$ cat config.mk
export PLATFORM = sky130hd
export DESIGN_NAME = eeprom_ctl
export DESIGN_NICKNAME = d
export VERILOG_FILES = /design/src/core/eeprom_ctl.v /design/src/core/edge_sync.v
export VERILOG_INCLUDE_DIRS = /design/src /design/src/core
export SDC_FILE = /design/constraint.sdc
export NUM_CORES = 1
export LEC_CHECK = 0
export BUFFER_PORTS_ARGS = -buffer_cell sky130_fd_sc_hd__buf_2
export CORE_MARGIN = 5
export CORE_UTILIZATION = 45
export CTS_CLUSTER_SIZE = 30
export DETAILED_ROUTE_END_ITERATION = 8
export PLACE_DENSITY = 0.68
export REMOVE_ABC_BUFFERS = 1
export SETUP_SLACK_MARGIN = 0.1
export SLEW_MARGIN = 25
export SYNTH_ARGS = -nofsm -noshare
export SYNTH_HDL_FRONTEND = slang
export SYNTH_SLANG_ARGS = --single-unit
$ cat constraint.sdc
create_clock -name core_clk -period 5.2 [get_ports core_clk]
set_input_delay 0.26 -clock core_clk [delete_from_list [all_inputs] [get_ports core_clk]]
set_output_delay 0.26 -clock core_clk [all_outputs]
set_load 0.01 [all_outputs]
$ cat src/core/eeprom_ctl_consts.vh
// Constants for the serial EEPROM instruction and protection block
`ifndef EEPROM_CTL_CONSTS_VH
`define EEPROM_CTL_CONSTS_VH
`define OP_SET_WEL 7'h06
`define OP_CLR_WEL 7'h04
`define OP_RD_STAT 7'h05
`define OP_WR_STAT 7'h01
`define OP_RD_ARR 7'h03
`define OP_WR_ARR 7'h02
`define OP_RD_ID 7'h43
`define OP_WR_ID 7'h42
`define ST_BUSY 0
`define ST_WEL 1
`define ST_BP_LO 2
`define ST_BP_HI 3
`define ST_PEN 7
`define ADDR_LOCK_SEL 10
`define PROT_Q3_BASE 18'h30000
`define PROT_HALF_BASE 18'h20000
`define BITS_OP 6'h08
`define BITS_OP_ADDR 6'h20
`define BITS_OP_DATA 6'h10
`define BITS_WRAP_BASE 6'h28
`define BITS_WRAP_TOP 6'h2f
`define WRITE_CYCLE_NS 5000000
`define CLK_PERIOD_NS 4
`endif

$ cat src/core/eeprom_ctl.v
// Instruction decode, status register and write protection of an SPI EEPROM
// Functional notes
// - Block-protect pair maps to none, top quarter, top half or whole array.
// - Protected blocks read-only; other writes and status need latch; hardware protect freezes status.
// - Sample input on rising serial clock while selected, MSB first, opcode first.
// - Output bits change on falling serial clock, MSB first.
// - Chip select rise ends transaction and starts writes; reads start once the address is in.
// - Decode set-latch, clear-latch and read-status opcodes without address.
// - Decode array read and array write with 24-bit address; status write takes no address.
// - Decode id-page read/lock-state and write/lock; address bit 10 selects.
// - Opcode bit 3 is ignored; an undefined opcode is ignored for the rest of the frame.
// - Array access uses address bits 17..0 only.
// - Id page uses address bits 7..0; lock uses bit 10 set.
// - Write-enable latch clear after reset.
// - Latch cleared by clear, status write, array write; set only by set.
// - Set-latch also accepted as 16-clock sequence.
// - Clear-latch also accepted as 16-clock sequence.
// - While busy only read-status is accepted.
// - Read-status repeats the status byte while selected.
// - Status write keeps only block-protect and protect-enable bits.
// - Status write ignored without latch or under hardware protection.
// - Status fields update only when the write cycle completes.
// - Protect enable may fall only while protect pin is high.
// - Status byte: busy, latch, block-protect pair, don't care, protect enable.
// - All status bits read one during a write cycle.
`timescale 1ns/1ps
`include "eeprom_ctl_consts.vh"
module eeprom_ctl #(
  parameter WRITE_CYCLES = `WRITE_CYCLE_NS / `CLK_PERIOD_NS
) (
  input wire core_clk,
  input wire rst_b,
  input wire cs_b,
  input wire sck,
  input wire si,
  input wire wp_b,
  output reg so_ff,
  output reg so_oe_ff,
  output wire [7:0] status,
  output reg [17:0] arr_addr_ff,
  output reg [7:0] id_index_ff,
  output reg arr_rd_start_ff,
  output reg arr_wr_start_ff,
  output reg id_rd_start_ff,
  output reg id_wr_start_ff,
  output reg id_lock_start_ff,
  output reg lock_rd_start_ff,
  output reg [7:0] wr_data_ff,
  output wire busy
);
  localparam S_OPC = 5'b00001;
  localparam S_ADDR = 5'b00010;
  localparam S_DATA = 5'b00100;
  localparam S_OUT = 5'b01000;
  localparam S_IGN = 5'b10000;

  ////////////////////////////////////////////////////////////////////////////
  wire cs_lvl;
  wire sck_rise;
  wire sck_fall;
  wire si_lvl;
  wire wp_lvl;
  wire cs_rise;
  edge_sync u_cs (.core_clk(core_clk), .rst_b(rst_b), .pin(cs_b), .rst_val(1'b1),
    .level(cs_lvl), .rise(cs_rise), .fall());
  // Mode 0 idles low; a mode 3 master leaves one harmless edge while deselected
  edge_sync u_sck (.core_clk(core_clk), .rst_b(rst_b), .pin(sck), .rst_val(1'b0),
    .level(), .rise(sck_rise), .fall(sck_fall));
  edge_sync u_si (.core_clk(core_clk), .rst_b(rst_b), .pin(si), .rst_val(1'b1),
    .level(si_lvl), .rise(), .fall());
  edge_sync u_wp (.core_clk(core_clk), .rst_b(rst_b), .pin(wp_b), .rst_val(1'b1),
    .level(wp_lvl), .rise(), .fall());

  function prot_hit;
    input [1:0] bp;
    input [17:0] a;
    begin
      case (bp)
        2'b01: prot_hit = (a >= `PROT_Q3_BASE);
        2'b10: prot_hit = (a >= `PROT_HALF_BASE);
        2'b11: prot_hit = 1'b1;
        default: prot_hit = 1'b0;
      endcase
    end
  endfunction

  function id_sel_lock;
    input [17:0] a;
    begin
      id_sel_lock = a[`ADDR_LOCK_SEL];
    end
  endfunction

  // Past the first data byte the count folds back by one byte, so byte
  // boundaries stay visible however long a write burst runs
  function [5:0] bits_step;
    input [5:0] b;
    begin
      if (b == `BITS_WRAP_TOP)
        bits_step = `BITS_WRAP_BASE;
      else
        bits_step = b + 6'h1;
    end
  endfunction

  // Latch commands are honoured at one or two whole bytes only
  function latch_len_ok;
    input [5:0] b;
    begin
      latch_len_ok = (b == `BITS_OP) || (b == `BITS_OP_DATA);
    end
  endfunction

  // Array and id writes need opcode, address and at least one whole data byte
  function has_data_byte;
    input [5:0] b;
    begin
      has_data_byte = (b > `BITS_OP_ADDR);
    end
  endfunction

  ////////////////////////////////////////////////////////////////////////////
  reg [4:0] state_ff;
  reg [4:0] nxt_state;
  reg [5:0] bits_ff;
  reg [31:0] shift_ff;
  reg [6:0] op_ff;
  reg wel_ff;
  reg [1:0] bp_ff;
  reg pen_ff;
  reg [1:0] bp_pend_ff;
  reg pen_pend_ff;
  reg stat_pend_ff;
  reg [31:0] wcnt_ff;
  reg [7:0] out_ff;
  reg [2:0] obit_ff;
  wire hw_prot = pen_ff & ~wp_lvl;
  wire [31:0] shifted = {shift_ff[30:0], si_lvl};
  wire [6:0] op_now = {shifted[7:4], shifted[2:0]};
  assign busy = (wcnt_ff != 32'h0);
  wire [7:0] stat_raw = {pen_ff, 3'b000, bp_ff, wel_ff, 1'b0};
  assign status = busy ? 8'hff : stat_raw;
  // A frame takes effect only on a byte boundary, and never after a refused opcode
  wire commit_ok = cs_rise && !busy && state_ff != S_IGN && bits_ff[2:0] == 3'h0;

  function op_known;
    input [6:0] o;
    begin
      case (o)
        `OP_SET_WEL, `OP_CLR_WEL, `OP_RD_STAT, `OP_WR_STAT,
        `OP_RD_ARR, `OP_WR_ARR, `OP_RD_ID, `OP_WR_ID: op_known = 1'b1;
        default: op_known = 1'b0;
      endcase
    end
  endfunction

  always @* begin
    nxt_state = state_ff;
    case (state_ff)
      S_OPC: begin
        if (sck_rise && bits_ff == `BITS_OP - 6'h1) begin
          if (!op_known(op_now) || (busy && op_now != `OP_RD_STAT))
            nxt_state = S_IGN;
          else if (op_now == `OP_RD_STAT)
            nxt_state = S_OUT;
          else if (op_now == `OP_SET_WEL || op_now == `OP_CLR_WEL || op_now == `OP_WR_STAT)
            nxt_state = S_DATA;
          else
            nxt_state = S_ADDR;
        end
      end
      S_ADDR: begin
        if (sck_rise && bits_ff == `BITS_OP_ADDR - 6'h1)
          nxt_state = S_DATA;
      end
      S_DATA, S_OUT, S_IGN: nxt_state = state_ff;
      default: nxt_state = S_OPC;
    endcase
    if (cs_lvl)
      nxt_state = S_OPC;
  end

  ////////////////////////////////////////////////////////////////////////////
  always @(posedge core_clk) begin
    if (!rst_b) begin
      state_ff <= S_OPC;
      bits_ff <= 6'h0;
      shift_ff <= 32'h0;
      op_ff <= 7'h0;
      wel_ff <= 1'b0;
      bp_ff <= 2'b00;
      pen_ff <= 1'b0;
      bp_pend_ff <= 2'b00;
      pen_pend_ff <= 1'b0;
      stat_pend_ff <= 1'b0;
      wcnt_ff <= 32'h0;
      out_ff <= 8'h0;
      obit_ff <= 3'h0;
      so_ff <= 1'b0;
      so_oe_ff <= 1'b0;
      arr_addr_ff <= 18'h0;
      id_index_ff <= 8'h0;
      arr_rd_start_ff <= 1'b0;
      arr_wr_start_ff <= 1'b0;
      id_rd_start_ff <= 1'b0;
      id_wr_start_ff <= 1'b0;
      id_lock_start_ff <= 1'b0;
      lock_rd_start_ff <= 1'b0;
      wr_data_ff <= 8'h0;
    end else begin
      state_ff <= nxt_state;
      arr_rd_start_ff <= 1'b0;
      arr_wr_start_ff <= 1'b0;
      id_rd_start_ff <= 1'b0;
      id_wr_start_ff <= 1'b0;
      id_lock_start_ff <= 1'b0;
      lock_rd_start_ff <= 1'b0;
      // Self-timed cycle; status fields commit only at its end
      if (wcnt_ff != 32'h0) begin
        wcnt_ff <= wcnt_ff - 32'h1;
        if (wcnt_ff == 32'h1 && stat_pend_ff) begin
          bp_ff <= bp_pend_ff;
          pen_ff <= pen_pend_ff;
          stat_pend_ff <= 1'b0;
        end
      end
      if (cs_lvl) begin
        bits_ff <= 6'h0;
        so_oe_ff <= 1'b0;
      end else if (sck_rise) begin
        shift_ff <= shifted;
        bits_ff <= bits_step(bits_ff);
        if (bits_ff == `BITS_OP - 6'h1) begin
          op_ff <= op_now;
          out_ff <= status;
          obit_ff <= 3'h7;
        end
        if (state_ff == S_ADDR && bits_ff == `BITS_OP_ADDR - 6'h1) begin
          arr_addr_ff <= shifted[17:0];
          id_index_ff <= shifted[7:0];
          if (op_ff == `OP_RD_ARR)
            arr_rd_start_ff <= 1'b1;
          if (op_ff == `OP_RD_ID) begin
            id_rd_start_ff <= ~shifted[`ADDR_LOCK_SEL];
            lock_rd_start_ff <= shifted[`ADDR_LOCK_SEL];
          end
        end
        if (state_ff == S_DATA && bits_ff[2:0] == 3'h7)
          wr_data_ff <= shifted[7:0];
      end else if (sck_fall && state_ff == S_OUT) begin
        // Reload each byte so the repeat shows the live value
        so_oe_ff <= 1'b1;
        so_ff <= out_ff[obit_ff];
        obit_ff <= obit_ff - 3'h1;
        if (obit_ff == 3'h0)
          out_ff <= status;
      end
      // Commit happens on deselect, only at a clean byte boundary
      if (commit_ok) begin
        case (op_ff)
          `OP_SET_WEL: begin
            if (latch_len_ok(bits_ff))
              wel_ff <= 1'b1;
          end
          `OP_CLR_WEL: begin
            if (latch_len_ok(bits_ff))
              wel_ff <= 1'b0;
          end
          `OP_WR_STAT: begin
            if (bits_ff == `BITS_OP_DATA) begin
              wel_ff <= 1'b0;
              if (wel_ff && !hw_prot) begin
                bp_pend_ff <= {shift_ff[`ST_BP_HI], shift_ff[`ST_BP_LO]};
                // Protect enable cannot drop while the pin is low
                pen_pend_ff <= (pen_ff && !wp_lvl) ? 1'b1 : shift_ff[`ST_PEN];
                stat_pend_ff <= 1'b1;
                wcnt_ff <= WRITE_CYCLES;
              end
            end
          end
          `OP_WR_ARR: begin
            if (has_data_byte(bits_ff)) begin
              wel_ff <= 1'b0;
              if (wel_ff && !prot_hit(bp_ff, arr_addr_ff)) begin
                arr_wr_start_ff <= 1'b1;
                wcnt_ff <= WRITE_CYCLES;
              end
            end
          end
          `OP_WR_ID: begin
            if (has_data_byte(bits_ff) && wel_ff && bp_ff != 2'b11) begin
              id_wr_start_ff <= ~id_sel_lock(arr_addr_ff);
              id_lock_start_ff <= id_sel_lock(arr_addr_ff);
              wcnt_ff <= WRITE_CYCLES;
            end
          end
          default: wel_ff <= wel_ff;
        endcase
      end
    end
  end

endmodule // eeprom_ctl

$ cat src/core/edge_sync.v
// Two-flop synchroniser with edge detection for one pin
`timescale 1ns/1ps
module edge_sync (
  input wire core_clk,
  input wire rst_b,
  input wire pin,
  input wire rst_val,
  output wire level,
  output wire rise,
  output wire fall
);
  reg meta_ff;
  reg sync_ff;
  reg last_ff;
  always @(posedge core_clk) begin
    if (!rst_b) begin
      meta_ff <= rst_val;
      sync_ff <= rst_val;
      last_ff <= rst_val;
    end else begin
      meta_ff <= pin;
      sync_ff <= meta_ff;
      last_ff <= sync_ff;
    end
  end
  // Reset to the pin's idle level so that no false edge follows reset
  assign level = sync_ff;
  assign rise = sync_ff & ~last_ff;
  assign fall = ~sync_ff & last_ff;
endmodule // edge_sync

==> impl_metrics.ini <==
[run_status]
status = complete, no violations

[synthesis]
ys_types = 60
ys_async_sr_fraction_pct = 0
ys_seq_elements = 127
syn_inst = 676
ys_seq_area_share_pct = 44.1
syn_area_per_cell_um2 = 8.52
synth_edf_count = 0
synth_ff_type = dfxtp_1
netlist_area_mm2 = 0.00576
yosys_warnings = 0

[detailed_routing]
viasPerCell = 5.67
drtIter0Drc = 410
wl_per_cell_um = 15.8
vias = 5025
wl_mm = 14.0
antenna_left = 0
drtPass1Iterations = 5
drc_errors = 0

[grt]
grt_pass1_vias = 4654
grtUsageMet1_pct = 23.7
grt_antenna_before_repair = 0
grt_busiest_layer = met2
grt_pass1_wl_mm = 22.7
grt_usage_pct = 18.9
grt_max_degree = 83
grt_use_met2_pct = 29.9
grt.met3_usage_pct = 4.07
grt.overflow.total = 0

[setup_path]
crit_fanout = 37
cp-end-kind = primary output
cp.required_ps = 4940
cp.arrival_ps = 2800
crit_path_start_kind = flip-flop
crit_type = reg -> out

[floorplanning]
initial_core_util_pct = 45.8
die_w_um = 123
die_y_um = 123
core-area_mm2 = 0.0126
die_area_mm2 = 0.0152
rows = 41
ios = 57

[timing]
hold_viol = 0
drv_slew = 0
worst_slew_margin_rel_pct = 39.8
rsz0062_at_grt = no
holdWs_ps = 25.3
finalSetupTns_ps = 0
skew_ps = 5.50
setup_viol_count_final = 0
tightest_slew_ps = 904
finalCritPeriodShare_pct = 58.9
fmax_ghz = 0.327
fin_crit_ps = 3060

[power]
peakVddDrop_mv = 0.282
p_per_area_mw_per_mm2 = 513
power.leakage_nw = 2.44

[clocking]
clk_pin_slew_ps = 60
cts_num_sinks = 127
h-tree-depth = 4
cts_setup_buffers = 0
root_buffer = clkbuf_16
worstSkewPairLatency_ps = 420
clk_path_buf_depth = 2
cts_buffers = 17
cts_tree = built
cts-resized-gates = 0
cts_hold_buf = 0

[run]
maxCapViolCount = 0

[placed_design]
placed_area_mm2 = 0.00605
gp_congestion = 0.874
dp_hpwl_mm = 9.36
portBuffers = 56

[finish]
stdcell_area_mm2 = 0.00666
antenna_cells = 0
drive_gt1_share_pct = 15.4
final_nets = 716
areaGrowthSynthToFinish_pct = 15.6
finalCoreUtilization_pct = 53.0

[worst_hold_path]
hp-class = in -> reg
-- Yosys cell counts, types with 2 or more instances --
cell type | number | share of area [%]
nor4b_1 | 5 | 0.76
and4_1 | 3 | 0.46
xor2_1 | 3 | 0.46
and2_1 | 4 | 0.43
nand3_1 | 9 | 0.78
dfxtp_1 | 127 | 44
mux2i_1 | 22 | 3.8
nand2_1 | 104 | 6.8
a211oi_2 | 2 | 0.43
or4_1 | 18 | 2.3
nand4_1 | 15 | 1.6
or2_2 | 5 | 0.54
o31ai_1 | 11 | 1.4
a31oi_1 | 2 | 0.22
inv_2 | 2 | 0.13
a211oi_1 | 24 | 3.1
buf_2 | 5 | 0.43
or3b_2 | 2 | 0.30
nor2_1 | 34 | 2.2
a2111oi_0 | 2 | 0.30
o21ai_0 | 21 | 1.8
ha_1 | 7 | 1.5
nor3b_1 | 3 | 0.39
and3_1 | 2 | 0.22
a21oi_1 | 59 | 5.1
nand3b_1 | 3 | 0.39
inv_1 | 15 | 0.98
nor2b_1 | 6 | 0.65
o21a_1 | 6 | 0.78
a211o_1 | 2 | 0.30
nor3_1 | 18 | 1.6
clkbuf_1 | 34 | 2.2
o31a_1 | 11 | 1.7
or4_4 | 2 | 0.39
xnor2_1 | 5 | 0.76
a2bb2oi_1 | 2 | 0.30
or3_1 | 17 | 1.8
and3b_1 | 2 | 0.30
buf_4 | 12 | 1.6
nand2b_1 | 21 | 2.3
nor4_1 | 10 | 1.1
-- through the flow --
step                      setup WS (ps)  power [W]  std cells
final                              2140    0.00342        886
after global routing               1970    0.00362        886
after CTS                          1880    0.00342        885
after detailed placement           1890    0.00222        855
after global placement             2020    0.00218        855
after floorplan                    1260    0.00192        623
-- layout make-up --
class | count | area, um^2
Clock inverter | 10 | 139
Inverter | 17 | 63.8
Sequential cell | 127 | 2540
Tap cell | 172 | 215
Timing Repair Buffer | 61 | 322
Fill cell | 1150 | 5910
Clock buffer | 20 | 457
Multi-Input combinational cell | 479 | 2920
-- worst paths after layout --
kind	start	end	slack, ps	cells past startpoint
setup reg to reg	wcnt_ff[19]	wcnt_ff[26]	2210	7
hold / removal	wp_b	u_wp.meta_ff	30	2
hold reg to reg	u_wp.meta_ff	u_wp.level	410	1
setup / recovery	wcnt_ff[19]	status[3]	2140	6
-- report_power, final --
group / total (W) / leakage, nW / internal [W] / switching, W
Combinational: 0.00106 / 1.13 / 0.000398 / 0.000666
Clock: 0.00120 / 0.280 / 0.000771 / 0.000425
Sequential: 0.00116 / 1.03 / 0.00107 / 0.0000876
-- critical path: stages (launching register included) --
cell      delay, ps
dfxtp_1         340
or4_4           570
or4_4           620
nor3_4          220
buf_4           370
nand2b_1        100
buf_2           150
-- cell families after synthesis --
family                     after synthesis  synth area share (%)
buffers and inverters                   70                  5.58
muxes                                   24                  4.41
xor gates and xnor gates                 8                  1.22
and+or+nand+nor                        287                  26.0
adders and majority gates                7                  1.52
DFF                                    127                  44.1
AOI/OAI and AO/OA                      153                  17.1
-- layer usage --
layer  vias up  part of all wire [%]
met5         -                     0
met4         0                   3.6
met3        36                   3.9
met2       108                    50
met1      2401                    43
li1       2480                     -
-- flip-flops by register name, summed over array words and instances (netlist names), 2 cells and up --
name / cells
bp_ff: 2
bits_ff: 6
arr_addr_ff: 18
shift_ff: 17
wr_data_ff: 8
bp_pend_ff: 2
out_ff: 5
op_ff: 7
obit_ff: 3
state_ff: 5
wcnt_ff: 32
-- cell usage in the layout (no fill, tap or decap), types with 17 or more instances in the layout --
master / Yosys / layout
nand2b_1: 21 / 21
or3_1: 17 / 17
nor2_1: 34 / 33
nor3_1: 18 / 18
dfxtp_1: 127 / 127
a21oi_1: 59 / 59
nand2_1: 104 / 104
clkbuf_16: 0 / 17
buf_2: 5 / 56
mux2i_1: 22 / 22
a211oi_1: 24 / 23
o21ai_0: 21 / 21
or4_1: 18 / 18
Note: power is estimated with default switching activity, not from simulation.
